===== src/logic/mem_decode_pkg.sv =====
// constants for the external memory space decoder
package mem_decode_pkg;
    localparam int ADDR_W = 16;
    localparam int DATA_W = 16;
    localparam int SRAM_ADDR_W = 17;
    localparam logic [15:0] GLOBAL_SPACE_SIZE_ADDR = 16'h0005;
    localparam logic [7:0] GLOBAL_SPACE_SIZE_RESET = 8'h00;
    localparam logic [15:0] FLASH_TOP_ADDR = 16'h4000;
    localparam logic [15:0] DATA_EXT_BASE = 16'h8000;
    // sram region selects: a16..a15 upper bits of the 128K word space
    localparam logic [1:0] REGION_PROG = 2'h0;
    localparam logic [1:0] REGION_LOCAL = 2'h2;
    localparam logic [1:0] REGION_GLOBAL = 2'h3;
    typedef enum logic [1:0] {
        SPACE_NONE = 2'b00,
        SPACE_PROG = 2'b01,
        SPACE_DATA = 2'b10,
        SPACE_IO = 2'b11
    } space_t;
endpackage


===== src/logic/ext_memory_space_decode.sv =====
// external program, local and global data decode onto two byte-wide srams
// How it works
// - two byte-wide 128K memories together give 128K words of 16-bit storage.
// - program takes 64K words, local data 32K, global data 32K.
// - drive active-low write and output enables and decode the addressed space.
// - accesses finish with no wait states requested from the processor.
// - microprocessor mode sends every program address to external program memory.
// - microcomputer mode enables external program memory only above 4000h.
// - microcomputer mode leaves program addresses up to 4000h to on-chip flash.
// - only data addresses 8000h-FFFFh reach external memory; lower ones never do.
// - global allocation register sits at data address 0005h, low eight data bits.
// - its value sets global space size from 256 words to 32K words.
// - low byte picks the range, high byte ignored; zero means no global space.
// - local and global words at one address live in separate memory.
module ext_memory_space_decode (
    input wire logic clock,
    input wire logic rst_n,
    input wire logic [mem_decode_pkg::ADDR_W-1:0] addr,
    input wire logic [mem_decode_pkg::DATA_W-1:0] data_in,
    input wire logic prog_strobe_n,
    input wire logic data_strobe_n,
    input wire logic io_strobe_n,
    input wire logic read_not_write,
    input wire logic write_strobe_n,
    input wire logic proc_mode_select,
    output logic [mem_decode_pkg::SRAM_ADDR_W-1:0] sram_addr,
    output logic sram_lo_cs_n,
    output logic sram_hi_cs_n,
    output logic sram_we_n,
    output logic sram_oe_n,
    output logic ready,
    output logic [7:0] global_alloc_reg,
    output logic [1:0] access_space
);
    import mem_decode_pkg::*;

    // every output is a register: address and strobes sampled at one edge
    // reach the memory pins after that edge, one cycle later, and no wait
    // state is ever asked of the processor. the mode strap is the only input
    // from outside the clock domain and passes two flip-flops first.
    // the processor's own bus signals share this clock and are read directly.
    // only one region is ever opened, so the two memories never fight.

    logic mode_meta;
    logic mode_sync;
    space_t space;
    space_t next_space;
    logic prog_space;
    logic data_space;
    logic above_flash;
    logic flash_owned;
    logic prog_hit;
    logic data_upper;
    logic data_ext;
    logic [7:0] mask_match;
    logic global_enabled;
    logic is_global;
    logic local_hit;
    logic global_hit;
    logic region_hit;
    logic [1:0] region;
    logic [14:0] data_word;
    logic read_cycle;
    logic write_cycle;
    logic global_alloc_reg_hit;
    logic global_alloc_reg_write;
    logic [7:0] global_alloc_reg_data;
    logic [SRAM_ADDR_W-1:0] next_sram_addr;
    logic next_cs_n;
    logic next_we_n;
    logic next_oe_n;

    // strobes are turned into one space code before any address decode
    space_classifier u_space (
        .prog_strobe_n(prog_strobe_n),
        .data_strobe_n(data_strobe_n),
        .io_strobe_n(io_strobe_n),
        .space(space)
    );

    // first stage may go metastable; only the second stage is read by logic
    always_ff @(posedge clock or negedge rst_n) begin
        if (!rst_n) begin
            mode_meta <= 1'b1;
        end else begin
            mode_meta <= proc_mode_select;
        end
    end

    // strap reads as microprocessor mode until the synchronised value lands
    always_ff @(posedge clock or negedge rst_n) begin
        if (!rst_n) begin
            mode_sync <= 1'b1;
        end else begin
            mode_sync <= mode_meta;
        end
    end

    // one decoded space per cycle, taken from the strobe classifier
    assign prog_space = (space == SPACE_PROG);
    assign data_space = (space == SPACE_DATA);
    assign next_space = space;

    // high mode_sync is microprocessor mode: all program space is external
    assign above_flash = (addr > FLASH_TOP_ADDR);
    // in microcomputer mode the on-chip flash answers up to and including 4000h
    assign flash_owned = !mode_sync && !above_flash;
    assign prog_hit = prog_space && !flash_owned;

    // the lower data half holds on-chip registers and never leaves the chip
    assign data_upper = (addr >= DATA_EXT_BASE);
    assign data_ext = data_space && data_upper;

    // each set register bit demands the matching upper address bit set
    for (genvar i = 0; i < 8; i++) begin : g_mask
        assign mask_match[i] = !global_alloc_reg[i] || addr[8 + i];
    end

    // a cleared low byte leaves the whole upper half local
    assign global_enabled = (global_alloc_reg != 8'h00);
    assign is_global = global_enabled && (&mask_match);
    assign global_hit = data_ext && is_global;
    assign local_hit = data_ext && !is_global;
    assign region_hit = prog_hit || local_hit || global_hit;

    // program uses 64K words, local and global each a separate 32K half
    assign region = global_hit ? REGION_GLOBAL : REGION_LOCAL;
    assign data_word = addr[14:0];
    assign next_sram_addr = prog_hit ? {1'b0, addr} : {region, data_word};

    // a write needs both the direction and the strobe; a read only direction
    assign read_cycle = read_not_write;
    assign write_cycle = !read_not_write && !write_strobe_n;
    assign next_cs_n = !region_hit;
    assign next_we_n = !(region_hit && write_cycle);
    assign next_oe_n = !(region_hit && read_cycle);

    // the allocation register decodes below 8000h, so it never opens a memory
    assign global_alloc_reg_hit = data_space && (addr == GLOBAL_SPACE_SIZE_ADDR);
    assign global_alloc_reg_write = global_alloc_reg_hit && write_cycle;
    // only the low byte is kept; the high data byte is ignored
    assign global_alloc_reg_data = data_in[7:0];

    always_ff @(posedge clock or negedge rst_n) begin
        if (!rst_n) begin
            global_alloc_reg <= GLOBAL_SPACE_SIZE_RESET;
        end else if (global_alloc_reg_write) begin
            global_alloc_reg <= global_alloc_reg_data;
        end
    end

    // registered outputs, one short process each; reset parks both memories
    // deselected with both strobes high, so nothing is driven or written

    // the word address; for data the region sits in the two top bits, program holds bit 16 low
    always_ff @(posedge clock or negedge rst_n) begin
        if (!rst_n) begin
            sram_addr <= '0;
        end else begin
            sram_addr <= next_sram_addr;
        end
    end

    // both byte memories are selected together: one word is a byte from each
    always_ff @(posedge clock or negedge rst_n) begin
        if (!rst_n) begin
            sram_lo_cs_n <= 1'b1;
        end else begin
            sram_lo_cs_n <= next_cs_n;
        end
    end

    // the high byte memory follows the same select as the low byte
    always_ff @(posedge clock or negedge rst_n) begin
        if (!rst_n) begin
            sram_hi_cs_n <= 1'b1;
        end else begin
            sram_hi_cs_n <= next_cs_n;
        end
    end

    // write enable only for a write to an external region
    always_ff @(posedge clock or negedge rst_n) begin
        if (!rst_n) begin
            sram_we_n <= 1'b1;
        end else begin
            sram_we_n <= next_we_n;
        end
    end

    // output enable only for a read from an external region
    always_ff @(posedge clock or negedge rst_n) begin
        if (!rst_n) begin
            sram_oe_n <= 1'b1;
        end else begin
            sram_oe_n <= next_oe_n;
        end
    end

    // no wait state is ever requested: every access completes in one cycle
    // the memories are fast enough that the processor never has to stretch
    always_ff @(posedge clock or negedge rst_n) begin
        if (!rst_n) begin
            ready <= 1'b1;
        end else begin
            ready <= 1'b1;
        end
    end

    // the decoded space is reported alongside the memory strobes
    always_ff @(posedge clock or negedge rst_n) begin
        if (!rst_n) begin
            access_space <= SPACE_NONE;
        end else begin
            access_space <= next_space;
        end
    end
endmodule


===== src/logic/space_classifier.sv =====
// classifies the processor strobes into one access space
module space_classifier (
    input wire logic prog_strobe_n,
    input wire logic data_strobe_n,
    input wire logic io_strobe_n,
    output mem_decode_pkg::space_t space
);
    import mem_decode_pkg::*;
    // strobes are exclusive by the processor; priority keeps one answer anyway
    assign space = !prog_strobe_n ? SPACE_PROG :
                   !data_strobe_n ? SPACE_DATA :
                   !io_strobe_n ? SPACE_IO : SPACE_NONE;
endmodule


===== config.mk =====
export PLATFORM = sky130hd
export DESIGN_NAME = ext_memory_space_decode
export DESIGN_NICKNAME = d
export VERILOG_FILES = /design/src/logic/mem_decode_pkg.sv /design/src/logic/ext_memory_space_decode.sv /design/src/logic/space_classifier.sv
export SDC_FILE = /design/constraint.sdc
export NUM_CORES = 1
export LEC_CHECK = 0
export ABC_CLOCK_PERIOD_IN_PS = 1400
export BUFFER_PORTS_ARGS = -buffer_cell sky130_fd_sc_hd__buf_4
export CAP_MARGIN = 20
export CORE_MARGIN = 10
export CORE_UTILIZATION = 40
export DETAILED_ROUTE_END_ITERATION = 12
export GPL_TIMING_DRIVEN = 1
export PLACE_DENSITY = 0.74
export SYNTH_ARGS = -nofsm -noshare
export SYNTH_HDL_FRONTEND = slang
export SYNTH_SLANG_ARGS = --single-unit

===== constraint.sdc =====
create_clock -name clock -period 1.4 [get_ports clock]
set_input_delay 0.14 -clock clock [delete_from_list [all_inputs] [get_ports clock]]
set_output_delay 0.14 -clock clock [all_outputs]
set_load 0.01 [all_outputs]

== After elaboration in Yosys (flattened, before gate mapping) ==
Cells that the tools add are included.
Word-level totals
  bits of input ports: 40
  word-level logic and storage cells: 58
  flip-flop bits (word level): 32
Cells by class
  reduce and logical (&&, ||, !) cells: 40
  multiplexer cells: 5
  equal/unequal tests: 3
  $lt $le $gt $ge: 2
Operator list (count)
  1-bit zero test: 17
  17-bit two-way mux: 1
  16-bit by 3-bit == test with 1-bit output (second input constant): 1
  16-bit >= comparator (second input constant): 1
  16-bit by 15-bit greater-than comparator with 1-bit output (second input constant): 1
  1-bit logical AND: 11
  1-bit logical OR: 10
  8-bit AND reduction: 1
  8-bit nonzero test: 1
  2-bit two-way mux: 3
  2-bit by 1-bit == test with 1-bit output (second input constant): 1
  2-bit == test (second input constant): 1
  1-bit two-way mux: 1

== Logic depth before layout (Yosys ltp) ==
Gate-level depths: netlist of the first run.
  depth in word-level cells: 10
  gate-level depth with buffers: 4
  depth with buffers taken out: 4

== Cells and area by module ==
A second synthesis of the first run with hierarchy kept.
Unflattened totals
  cell total of the unflattened synthesis: 82
  area total of the unflattened synthesis: 1153.6 sq um
By module, submodules not included
  ext_memory_space_decode: cells an instance 79, area each 1129.8 sq um, times used 1, seq. area each 807.0 sq um
  space_classifier: cells an instance 3, area each 23.8 sq um, times used 1, seq. area each 0.0 sq um

== Least setup slack after synthesis of the first run ==
OpenSTA, ideal clock, no wires.
  path kind: input port to flip-flop
  start: in addr[7] (netlist bit)
  end: reg global_alloc_reg[0]
  buffers on the path: 0
  path slack: 0.164 ns
  library setup time: 0.125 ns
  stages: 4
  arrival: 1.111 ns
  data required time: 1.275 ns
  cells stage by stage: nor4_4 > nand3_2 > nor2_8 > mux2_4
Between the ends
  longest elaborated chain between the ends: 3
RTL lines
  start, declared: line ext_memory_space_decode.sv:18  | input wire logic [mem_decode_pkg::ADDR_W-1:0] addr,
  16-bit by 3-bit == test with 1-bit output: line ext_memory_space_decode.sv:139  | assign global_alloc_reg_hit = data_space && (addr == GLOBAL_SPACE_SIZE_ADDR);
  1-bit logical AND: line ext_memory_space_decode.sv:139
  1-bit logical AND: line ext_memory_space_decode.sv:140  | assign global_alloc_reg_write = global_alloc_reg_hit && write_cycle;
  end signal, assigned: line ext_memory_space_decode.sv:148  | global_alloc_reg <= global_alloc_reg_data;
  end, declared: line ext_memory_space_decode.sv:32  | output logic [7:0] global_alloc_reg,
Every way passes these cells.
A chain may end at the register's enable or synchronous reset.

== Worst setup path in the final report of the first run ==
  start: reg global_alloc_reg[5]
  end: reg sram_addr[15] (netlist bit)
Between the ends
  longest elaborated chain between the ends: 7
  elaborated cells between the ends (all ways): 8
  those cells by class: mux: 2; reduce/logical: 6
RTL lines
  1-bit zero test: line ext_memory_space_decode.sv:116  | assign mask_match[i] = !global_alloc_reg[i] || addr[8 + i];
  1-bit logical OR: line ext_memory_space_decode.sv:116
  8-bit AND reduction: line ext_memory_space_decode.sv:121  | assign is_global = global_enabled && (&mask_match);
  1-bit logical AND *: line ext_memory_space_decode.sv:121
  1-bit logical AND *: line ext_memory_space_decode.sv:122  | assign global_hit = data_ext && is_global;
  1-bit two-way mux *: line ext_memory_space_decode.sv:127  | assign region = global_hit ? REGION_GLOBAL : REGION_LOCAL;
  17-bit two-way mux *: line ext_memory_space_decode.sv:129  | assign next_sram_addr = prog_hit ? {1'b0, addr} : {region, data_word};
  via next_sram_addr[15]: line ext_memory_space_decode.sv:68  | logic [SRAM_ADDR_W-1:0] next_sram_addr;
  end signal, assigned: line ext_memory_space_decode.sv:160  | sram_addr <= next_sram_addr;
  end, declared: line ext_memory_space_decode.sv:26  | output logic [mem_decode_pkg::SRAM_ADDR_W-1:0] sram_addr,
The timed path passes the listed nets; every way through them passes the cells marked *.

==> run metrics, run 1 <==
status finished clean; port bufs 62; CP Capture Type flip-flop; max incr delay on CP 0.39 ns; clock power share between 30% and 40%; Setup Crit Path Kind flip-flop to flip-flop; layout cells sized above 1 58.96%; fin crit share 89.03%; Peak supply drop 0.0007574 V; die height 75.20 µm; WL final 3390 µm; largest net degree at the start of global routing 33; Pwr per Cell Area 985.6 mW/mm²; Area growth, synth to finish 67.56%; vias in the first global route 1034; required time worst endpoint 1.65 ns; Mapped Area roughly 0.0012 mm²; Final Max Tran Viols 0; antenna-violating nets left 0; drt wl/cell 16.62 µm; count leader, synth dfrtp_1; TritonCTS buffer count 5; Syn Inst Count 79; cell row count 19; RSZ-0062 raised after global routing false; sequential power share 48.6%; first-pass GRT wire length 5085 µm; hold_ws 0.01571 ns; switching power of the nets 420.4 µW; hold_sp prog_strobe_n; LEAKAGE 0.001033 µW; die area 0.005654 mm²; crit path time final roughly 1.2 ns; Yosys top cell by area dfrtp_1; Ant. Diodes 0; total track usage 12.00%; 1st-iter DRT viols 33; WHS Endpoint sram_addr[15]$_DFF_PN0_; Non-Filler Instances 204; Hold Path Depth 2; dominant cells by area after synthesis dfrtp_1 (55%), dfstp_2 (11%), mux2_4 (9.9%), nor4_4 (5.2%), nor2b_1 (2.6%); R2R depth 4; startpoint class of the critical path flip-flop; Syn. warnings 0; Max FO, Critical Path 2; Fmax 0.8023 GHz; nets@finish 212; Sw Share 20.89%; GPL Wtd Cong 0.7026; CP arrival about 1.5 ns; Clock Latency Late Sink 0.32 ns; Yosys top cell area share 55.44%; clock skew 0.004376 ns; global route total overflow 0; Placed Instances 181; R2R Setup Slk 0.15 ns; DRC errors left 0; sequential share of the synthesized area 66.22%; max FFs per register 17; Comb power frac 13.1%; Critical-path top delay cell dfrtp_1; number of H-tree levels 2; fill cell count 193; Post-synth EDFFs 0; commonest cells in the netlist dfrtp_1 (27), mux2_4 (8), dfstp_2 (5), inv_1 (5), nor2b_1 (5); Seq cells post-synth 32; Syn Area/Cell approximately 15 µm²; Max Root-Sink Buffers 2; Die Width 75.20 µm; clock transition at the registers of the reported paths approximately 0.10 ns; r2r endpoint sram_addr[15]$_DFF_PN0_; clock root cell clkbuf_4; Core Box Area between 0.002 and 0.003 mm²; Vias 965; top_reg_cell synth dfrtp_1; asr flop ratio synth 100.0%; Setup violations, final 0; HPWL Detailed 2525 µm; Min-Delay Path Class input pin to flip-flop; Top-Level Pins 72; Initial Util between 40 and 50%; critical-path cell list nor2b_1 -> a2111oi_2 -> nand4_1 -> a21boi_1; drt via density 4.730; MaxCap Viol Count 0; drt pass-1 iters 4; initial antenna violation count 0; Clock Sinks 32; internal power 1592 µW; CTS tree done; Synth cell types 22; Reg2Reg Launch Point global_alloc_reg[5]$_DFFE_PN0P_; Final Hold Fails 0; Post-Syn Nets 119
[logic make-up (layout without fill, tap and decap cells)]
logic type / after synthesis / count (layout) / share of synthesized area (%)
AOI/OAI and AO/OA: 7 / 7 / 3.902
DFF: 32 / 32 / 66.22
muxes: 8 / 8 / 9.857
buffers and inverters: 7 / 101 / 2.772
other: 1 / 1 / 0.3077
and+or+nand+nor: 24 / 24 / 16.94
[critical path: cells and delay by family, from the launching register on]
| kind | cells | cell delay (ns) |
|---|---|---|
| AO/OA/AOI/OAI | 2 | 0.51 |
| flip-flops | 1 | 0.39 |
| AND/OR/NAND/NOR | 2 | 0.28 |
[power by group through the flow]
stage          sequential, µW  combinational (µW)  clock (µW)
5_1_grt                   983                 285         827
2_1_floorplan            1010                32.2           0
3_5_place_dp              996                 232           0
4_1_cts                   979                 265         789
6_report                  978                 264         771
3_3_place_gp              995                 227           0
[stage by stage]
stage / utilization (%) / setup TNS [ns] / power (µW) / cell area [µm²] / setup WS (ns)
4_1_cts: 71.96 / 0 / 2033 / 2036 / 0.01838
6_report: 72.18 / 0 / 2013 / 2042 / 0.1536
2_1_floorplan: - / 0 / 1047 / 1219 / 0.1642
3_5_place_dp: 63.29 / -0.4801 / 1228 / 1790 / -0.06227
3_3_place_gp: 63.29 / -0.3759 / 1222 / 1790 / -0.04819
5_1_grt: 72.18 / 0 / 2095 / 2042 / 0.05096
[metal layers]
metal / global-route usage (%) / wire (µm) / up-vias
met4: 5.567 / 55 / 0
met1: 13.52 / 1391 / 453
met2: 19.52 / 1625 / 51
li1: - / - / 456
met3: 4.862 / 318 / 5
met5: 0 / 0 / -
[worst max-delay path by stage]
stage                                    startpoint                         endpoint  slack (ns)
global route        global_alloc_reg[5]$_DFFE_PN0P_          sram_addr[15]$_DFF_PN0_        0.05
CTS                 global_alloc_reg[5]$_DFFE_PN0P_          sram_addr[15]$_DFF_PN0_        0.02
floorplan                                   addr[7]  global_alloc_reg[0]$_DFFE_PN0P_        0.16
finish              global_alloc_reg[5]$_DFFE_PN0P_          sram_addr[15]$_DFF_PN0_        0.15
detailed placement                          addr[7]  global_alloc_reg[7]$_DFFE_PN0P_       -0.06
global placement                            addr[7]  global_alloc_reg[2]$_DFFE_PN0P_       -0.05
[placed cells by master, fill, tap and decap left out]
master,count
nor4_4,3
a2111oi_2,1
nand4_1,2
clkbuf_8,2
bufinv_16,1
dfrtp_1,27
conb_1,1
inv_1,5
a22o_1,1
nor2_1,2
a21boi_0,1
nor3_1,1
dfstp_2,5
and4bb_2,1
nor2_8,1
clkbuf_4,5
o21ai_0,1
nor4_1,3
a21oi_1,2
buf_4,73
mux2_4,8
dlygate4sd3_1,15
a21boi_1,1
nand2_1,4
nor2b_1,5
nand3_2,2
[area by class of cell]
type | instances | area (µm²) | area share, %
Timing Repair Buffer | 88 | 698.2 | 34.19
Sequential cell | 32 | 807.0 | 39.52
Tap cell | 31 | 38.79 | 1.900
Inverter | 5 | 18.77 | 0.9191
Clock inverter | 1 | 30.03 | 1.471
Multi-Input combinational cell | 40 | 384.1 | 18.81
Clock buffer | 7 | 65.06 | 3.186
[what timing repair did]
| item | 4_1_cts | 5_1_grt |
|---|---|---|
| buffers inserted | 0 | 0 |
| hold endpoints to repair | 41 | 0 |
| hold buffers | 15 | 0 |
| resized for setup | 0 | 2 |
| setup endpoints to repair | 0 | 1 |
Power figures use the tool's default switching activity.
==> inputs of run 2 (changes only) <==
--- a/config.mk
+++ b/config.mk
@@ -13,6 +13,7 @@
 export DETAILED_ROUTE_END_ITERATION = 12
 export GPL_TIMING_DRIVEN = 1
 export PLACE_DENSITY = 0.74
+export RECOVER_POWER = 25
 export SYNTH_ARGS = -nofsm -noshare
 export SYNTH_HDL_FRONTEND = slang
 export SYNTH_SLANG_ARGS = --single-unit
==> run 2 against run 1 <==
Effect of this change:
- critical path depth unchanged
- sequential share of layout area increased by 0.94 points
- clock skew increased by 0.00081 ns
- worst hold slack got worse by 0.00091 ns
- cell count unchanged
- flip-flop and latch count unchanged
- power shrank 0.92%
- critical endpoint unchanged
- largest power group unchanged
==> run metrics, run 2 (synthesis gave the netlist of run 1 again) <==
status finished clean (unchanged); Ant. Diodes 0 (unchanged); Final Hold Fails 0 (unchanged); Placed Instances 181 (unchanged); initial antenna violation count 0 (unchanged); final instance area 0.001994 mm² (was 0.002042 mm²); DRC errors left 0 (unchanged); Vias 951 (was 965); fin crit share 89.14% (was 89.03%); Core Box Area 0.002829 mm² (unchanged); Die Width 75.20 µm (unchanged); CP Capture Type flip-flop (unchanged); die area 0.005654 mm² (unchanged); transition time of the tightest slew-check pin between 0.7 and 0.8 ns; RSZ-0062 raised after global routing false (unchanged); Non-Filler Instances 204 (unchanged); CP arrival 1.50 ns (about the same); vias in the first global route 1034 (unchanged); clock transition at the registers of the reported paths 0.10 ns (about the same); Max Root-Sink Buffers 2 (unchanged); antenna-violating nets left 0 (unchanged); die height 75.20 µm (unchanged); Setup Crit Path Kind flip-flop to flip-flop (unchanged); Clock Latency Late Sink 0.33 ns (was 0.32 ns); HPWL Detailed 2525 µm (unchanged); Slew headroom between 40 and 50%; commonest non-fill, non-tap cells in the layout buf_4 (56), dfrtp_1 (27), dlygate4sd3_1 (15), clkbuf_1 (12), clkbuf_4 (9) (was buf_4 (73), dfrtp_1 (27), dlygate4sd3_1 (15), mux2_4 (8)); nets@finish 212 (unchanged); drt pass-1 iters 2 (was 4); WL final 3353 µm (was 3390 µm); Final Max Tran Viols 0 (unchanged); Fmax 0.8013 GHz (was 0.8023 GHz); global route total overflow 0 (unchanged); layout cells sized above 1 52.02% (was 58.96%); footprint of the multi-input gates 384.1 µm² (unchanged); Max FO, Critical Path 2 (unchanged); clock skew 0.005184 ns (was 0.004376 ns); TritonCTS buffer count 5 (unchanged); startpoint class of the critical path flip-flop (unchanged); Peak supply drop 0.0007549 V (was 0.0007574 V); first-pass GRT wire length 5085 µm (unchanged); Top-Level Pins 72 (unchanged); 1st-iter DRT viols 32 (was 33); Pwr Total 1994 µW (was 2013 µW); Pwr per Cell Area 999.8 mW/mm² (was 985.6 mW/mm²); Sequential Area 807.0 µm² (unchanged); clock root cell clkbuf_4 (unchanged); Post-DP Area 0.001790 mm² (unchanged); cell row count 19 (unchanged); Initial Util 43.08% (unchanged); Area growth, synth to finish 63.65% (was 67.56%); total track usage 12.00% (unchanged); Min-Delay Path Class input pin to flip-flop (unchanged); LEAKAGE 0.0009885 µW (was 0.001033 µW); number of H-tree levels 2 (unchanged); crit path time final 1.248 ns (was 1.246 ns); max FFs per register 17 (unchanged); Clock Sinks 32 (unchanged); drt wl/cell 16.44 µm (was 16.62 µm); most common cell after layout, fill and taps aside buf_4 (unchanged); MaxCap Viol Count 0 (unchanged); port bufs 62 (unchanged); postcts setup bufs 0 (unchanged); required time worst endpoint 1.65 ns (about the same); Setup violations, final 0 (unchanged); CTS tree done (unchanged); largest net degree at the start of global routing 33 (unchanged); drt via density 4.662 (was 4.730); fill cell count 213 (was 193); GPL Wtd Cong 0.7026 (unchanged)
run 2: cell types whose count changed in the layout (fill, tap and decap cells not counted), sizes merged:
cell    delta
buf       -17
clkbuf    +17
run 2: power breakdown:
part           internal [µW]  switching (µW)  leakage, µW
Sequential               967            10.8     0.000387
Combinational            135             111     0.000550
Clock                    474             296    0.0000515
Total                   1580             418     0.000988
run 2: worst max-delay path: stages (launching register included):
cell	delay (ns)
dfrtp_1	0.39
nor2b_1	0.14
a2111oi_2	0.35
nand4_1	0.14
a21boi_1	0.16
run 2: final timing paths:
| check | from | to | slack (ns) | cells past startpoint |
|---|---|---|---|---|
| max reg2reg | global_alloc_reg[5]$_DFFE_PN0P_ | sram_addr[15]$_DFF_PN0_ | 0.15 | 4 |
| min in group asynchronous | rst_n | sram_addr[7]$_DFF_PN0_ | 0.41 | 2 |
| max in group asynchronous | rst_n | sram_addr[15]$_DFF_PN0_ | 0.51 | 2 |
| min reg2reg | mode_meta$_DFF_PN1_ | mode_sync$_DFF_PN1_ | 0.36 | 0 |
| min | prog_strobe_n | sram_addr[15]$_DFF_PN0_ | 0.01 | 2 |
| max | global_alloc_reg[5]$_DFFE_PN0P_ | sram_addr[15]$_DFF_PN0_ | 0.15 | 4 |
run 2: cell type report:
type                       instances  share of cell area, %
sequential                        32                  40.46
timing repair buffer              88                  32.62
clock inverter                     1                  1.506
multi-input combinational         40                  19.26
inverter                           5                 0.9410
tap                               31                  1.945
clock buffer                       7                  3.262
run 2: routing by layer:
layer  track usage [%]  up-vias  share of wire, %
met2             19.52       46                49
met4             5.567        0               1.3
met3             4.862        4                10
met1             13.52      443                40
met5                 0        -                 0
li1                  -      458                 -
run 2: stage by stage:
step / hold WS [ns] / utilization [%] / TNS, ns / worst slack, ns
floorplan: -0.1556 / - / 0 / 0.1642
global placement: 0.08698 / 63.29 / -0.3759 / -0.04819
detailed placement: 0.09266 / 63.29 / -0.4801 / -0.06227
CTS: 0.003482 / 71.96 / 0 / 0.01838
global route: 0.007111 / 70.50 / 0 / 0.05096
finish: 0.01480 / 70.50 / 0 / 0.1520
run 2: timing repair:
action / CTS / global route
gates resized for setup: 0 / 2
hold endpoints to repair: 41 / 0
setup endpoints to repair: 0 / 1
hold buffers: 15 / 0
==> inputs of run 3 (changes only) <==
--- a/config.mk
+++ b/config.mk
@@ -9,10 +9,10 @@
 export BUFFER_PORTS_ARGS = -buffer_cell sky130_fd_sc_hd__buf_4
 export CAP_MARGIN = 20
 export CORE_MARGIN = 10
-export CORE_UTILIZATION = 40
+export CORE_UTILIZATION = 42
 export DETAILED_ROUTE_END_ITERATION = 12
 export GPL_TIMING_DRIVEN = 1
-export PLACE_DENSITY = 0.74
+export PLACE_DENSITY = 0.77
 export RECOVER_POWER = 25
 export SYNTH_ARGS = -nofsm -noshare
 export SYNTH_HDL_FRONTEND = slang
==> run 3 against run 2 <==
Effect of this change:
- die area decreased by 3.5%
- register-to-register slack got worse by 0.02 ns
- power decreased by 15%
- flip-flop and latch count unchanged
- via count increased by 0.84%
- maximum frequency decreased by 1.7%
- wire length about the same
- cell count increased by 0.49%
- sequential power about the same
- largest cell class unchanged
- largest power group unchanged
- highest routed layer unchanged
==> run metrics, run 3 (synthesis gave the netlist of run 1 again) <==
status finished clean (unchanged); Critical-path top delay cell a2111oi_1 (was dfrtp_1); GPL Wtd Cong 0.7140 (was 0.7026); crit path time final 1.270 ns (was 1.248 ns); number of H-tree levels 2 (unchanged); Peak supply drop 0.0007672 V (was 0.0007549 V); critical-path cell list nor2b_1 -> a2111oi_1 -> nand4_1 -> a21boi_1 (was nor2b_1 -> a2111oi_2 -> nand4_1 -> a21boi_1); Setup Crit Path Kind flip-flop to flip-flop (unchanged); drt pass-1 iters 3 (was 2); Fmax 0.7873 GHz (was 0.8013 GHz); Clock Latency Late Sink 0.32 ns (was 0.33 ns); required time worst endpoint 1.66 ns (was 1.65 ns); die area 0.005456 mm² (was 0.005654 mm²); startpoint class of the critical path flip-flop (unchanged); LEAKAGE 0.0009604 µW (was 0.0009885 µW); nets@finish 213 (was 212); Die Width 73.87 µm (was 75.20 µm); DRC errors left 0 (unchanged); CP Capture Type flip-flop (unchanged); Final Hold Fails 0 (unchanged); max FFs per register 17 (unchanged); Clock Sinks 32 (unchanged); HPWL Detailed 2562 µm (was 2525 µm); Non-Filler Instances 205 (was 204); postcts setup bufs 0 (unchanged); Placed Instances 179 (was 181); initial antenna violation count 0 (unchanged); Pwr per Cell Area 873.3 mW/mm² (was 999.8 mW/mm²); Initial Util 44.19% (was 43.08%); die height 73.87 µm (was 75.20 µm); largest net degree at the start of global routing 33 (unchanged); Max FO, Critical Path 2 (unchanged); commonest non-fill, non-tap cells in the layout buf_4 (54), dfrtp_1 (27), dlygate4sd3_1 (18), clkbuf_1 (16), mux2_4 (8) (was buf_4 (56), dfrtp_1 (27), dlygate4sd3_1 (15), clkbuf_1 (12), clkbuf_4 (9)); antenna-violating nets left 0 (unchanged); WL final 3352 µm (was 3353 µm); vias in the first global route 1114 (was 1034); drt wl/cell 16.35 µm (was 16.44 µm); global route total overflow 0 (unchanged); transition time of the tightest slew-check pin 0.7660 ns (was 0.7529 ns); fin crit share 90.73% (was 89.14%); Vias 959 (was 951); Crit path max-delay family compound AO/OA/AOI/OAI gates (unchanged); cell row count 19 (unchanged); Slew headroom 48.94% (was 49.81%); most common cell after layout, fill and taps aside buf_4 (unchanged); Setup violations, final 0 (unchanged); Final Max Tran Viols 0 (unchanged); TritonCTS buffer count 5 (unchanged); fill cell count 215 (was 213); Pwr Total 1705 µW (was 1994 µW); hold_ws 0.01836 ns (was 0.01480 ns); crit path buf inv count 0 (unchanged); final instance area 0.001952 mm² (was 0.001994 mm²); CP arrival 1.53 ns (was 1.50 ns); footprint of the multi-input gates 379.1 µm² (was 384.1 µm²); CTS tree done (unchanged); Max Root-Sink Buffers 2 (unchanged); Area growth, synth to finish 60.16% (was 63.65%); layout cells sized above 1 47.70% (was 52.02%); 1st-iter DRT viols 32 (unchanged); Post-DP Area 0.001775 mm² (was 0.001790 mm²); clock transition at the registers of the reported paths 0.10 ns (about the same); max incr delay on CP 0.41 ns (was 0.39 ns); Min-Delay Path Class input pin to flip-flop (unchanged); total track usage 13.08% (was 12.00%); Top-Level Pins 72 (unchanged); fin util 70.78% (was 70.50%); drt via density 4.678 (was 4.662); MaxCap Viol Count 0 (unchanged); Sequential Area 807.0 µm² (unchanged); RSZ-0062 raised after global routing false (unchanged); Core Box Area 0.002758 mm² (was 0.002829 mm²); Ant. Diodes 0 (unchanged); clock skew 0.01303 ns (was 0.005184 ns); first-pass GRT wire length 5306 µm (was 5085 µm); clock root cell clkbuf_4 (unchanged); port bufs 62 (unchanged)
==> run 3: cell count changes in the layout (fill, tap and decap cells not counted), sizes merged <==
cell         delta
buf             -2
bufinv          -1
dlygate4sd3     +3
clkinv          +1
==> run 3: final timing paths <==
check | start | slack, ns | end | depth (start not counted)
min in group asynchronous | rst_n | 0.41 | sram_addr[15]$_DFF_PN0_ | 2
max in group asynchronous | rst_n | 0.49 | global_alloc_reg[5]$_DFFE_PN0P_ | 2
worst min register to register | mode_meta$_DFF_PN1_ | 0.36 | mode_sync$_DFF_PN1_ | 0
worst max-delay path | global_alloc_reg[5]$_DFFE_PN0P_ | 0.13 | sram_addr[15]$_DFF_PN0_ | 4
worst min-delay path | data_strobe_n | 0.02 | access_space[1]$_DFF_PN0_ | 2
worst max register to register | global_alloc_reg[5]$_DFFE_PN0P_ | 0.13 | sram_addr[15]$_DFF_PN0_ | 4
==> run 3: through the flow <==
stage,setup slack [ns],TNS (ns)
final,0.1298,0
after global routing,0.02982,0
after CTS,0.03642,0
after detailed placement,-0.05760,-0.4138
after global placement,-0.04357,-0.3409
after floorplan,0.1642,0
==> run 3: report_power, final <==
group	switching, µW	internal [µW]
Clock	286	195
Sequential	11.3	967
Combinational	111	135
Total	408	1300
==> run 3: worst register-to-register path, delay by kind of cell (launching register included) <==
family | cells | cell delay, ns
AO/OA/AOI/OAI | 2 | 0.57
AND/OR/NAND/NOR | 2 | 0.28
flip-flops | 1 | 0.38
==> run 3: routing by layer <==
| metal | up-vias | GRT usage (%) | part of all wire (%) |
|---|---|---|---|
| met5 | - | 0 | 0 |
| met4 | 0 | 8.282 | 2.7 |
| met3 | 9 | 6.595 | 9.7 |
| met2 | 41 | 21.97 | 52 |
| met1 | 450 | 12.31 | 35 |
| li1 | 459 | - | - |
==> run 3: area by class of cell <==
cell class / count / share of cell area [%]
inverters: 5 / 0.9615
repair buffers: 89 / 33.72
well taps: 31 / 1.987
flip-flops and latches: 32 / 41.35
clock buffers: 7 / 2.308
multi-input cells: 40 / 19.42
clock inverters: 1 / 0.2564
==> run 3: timing repair <==
item                                   4_1_cts  5_1_grt
hold buffers                                18        0
gates resized for setup                      0        1
setup endpoints to repair                    0        1
endpoints found under the hold margin       45        0
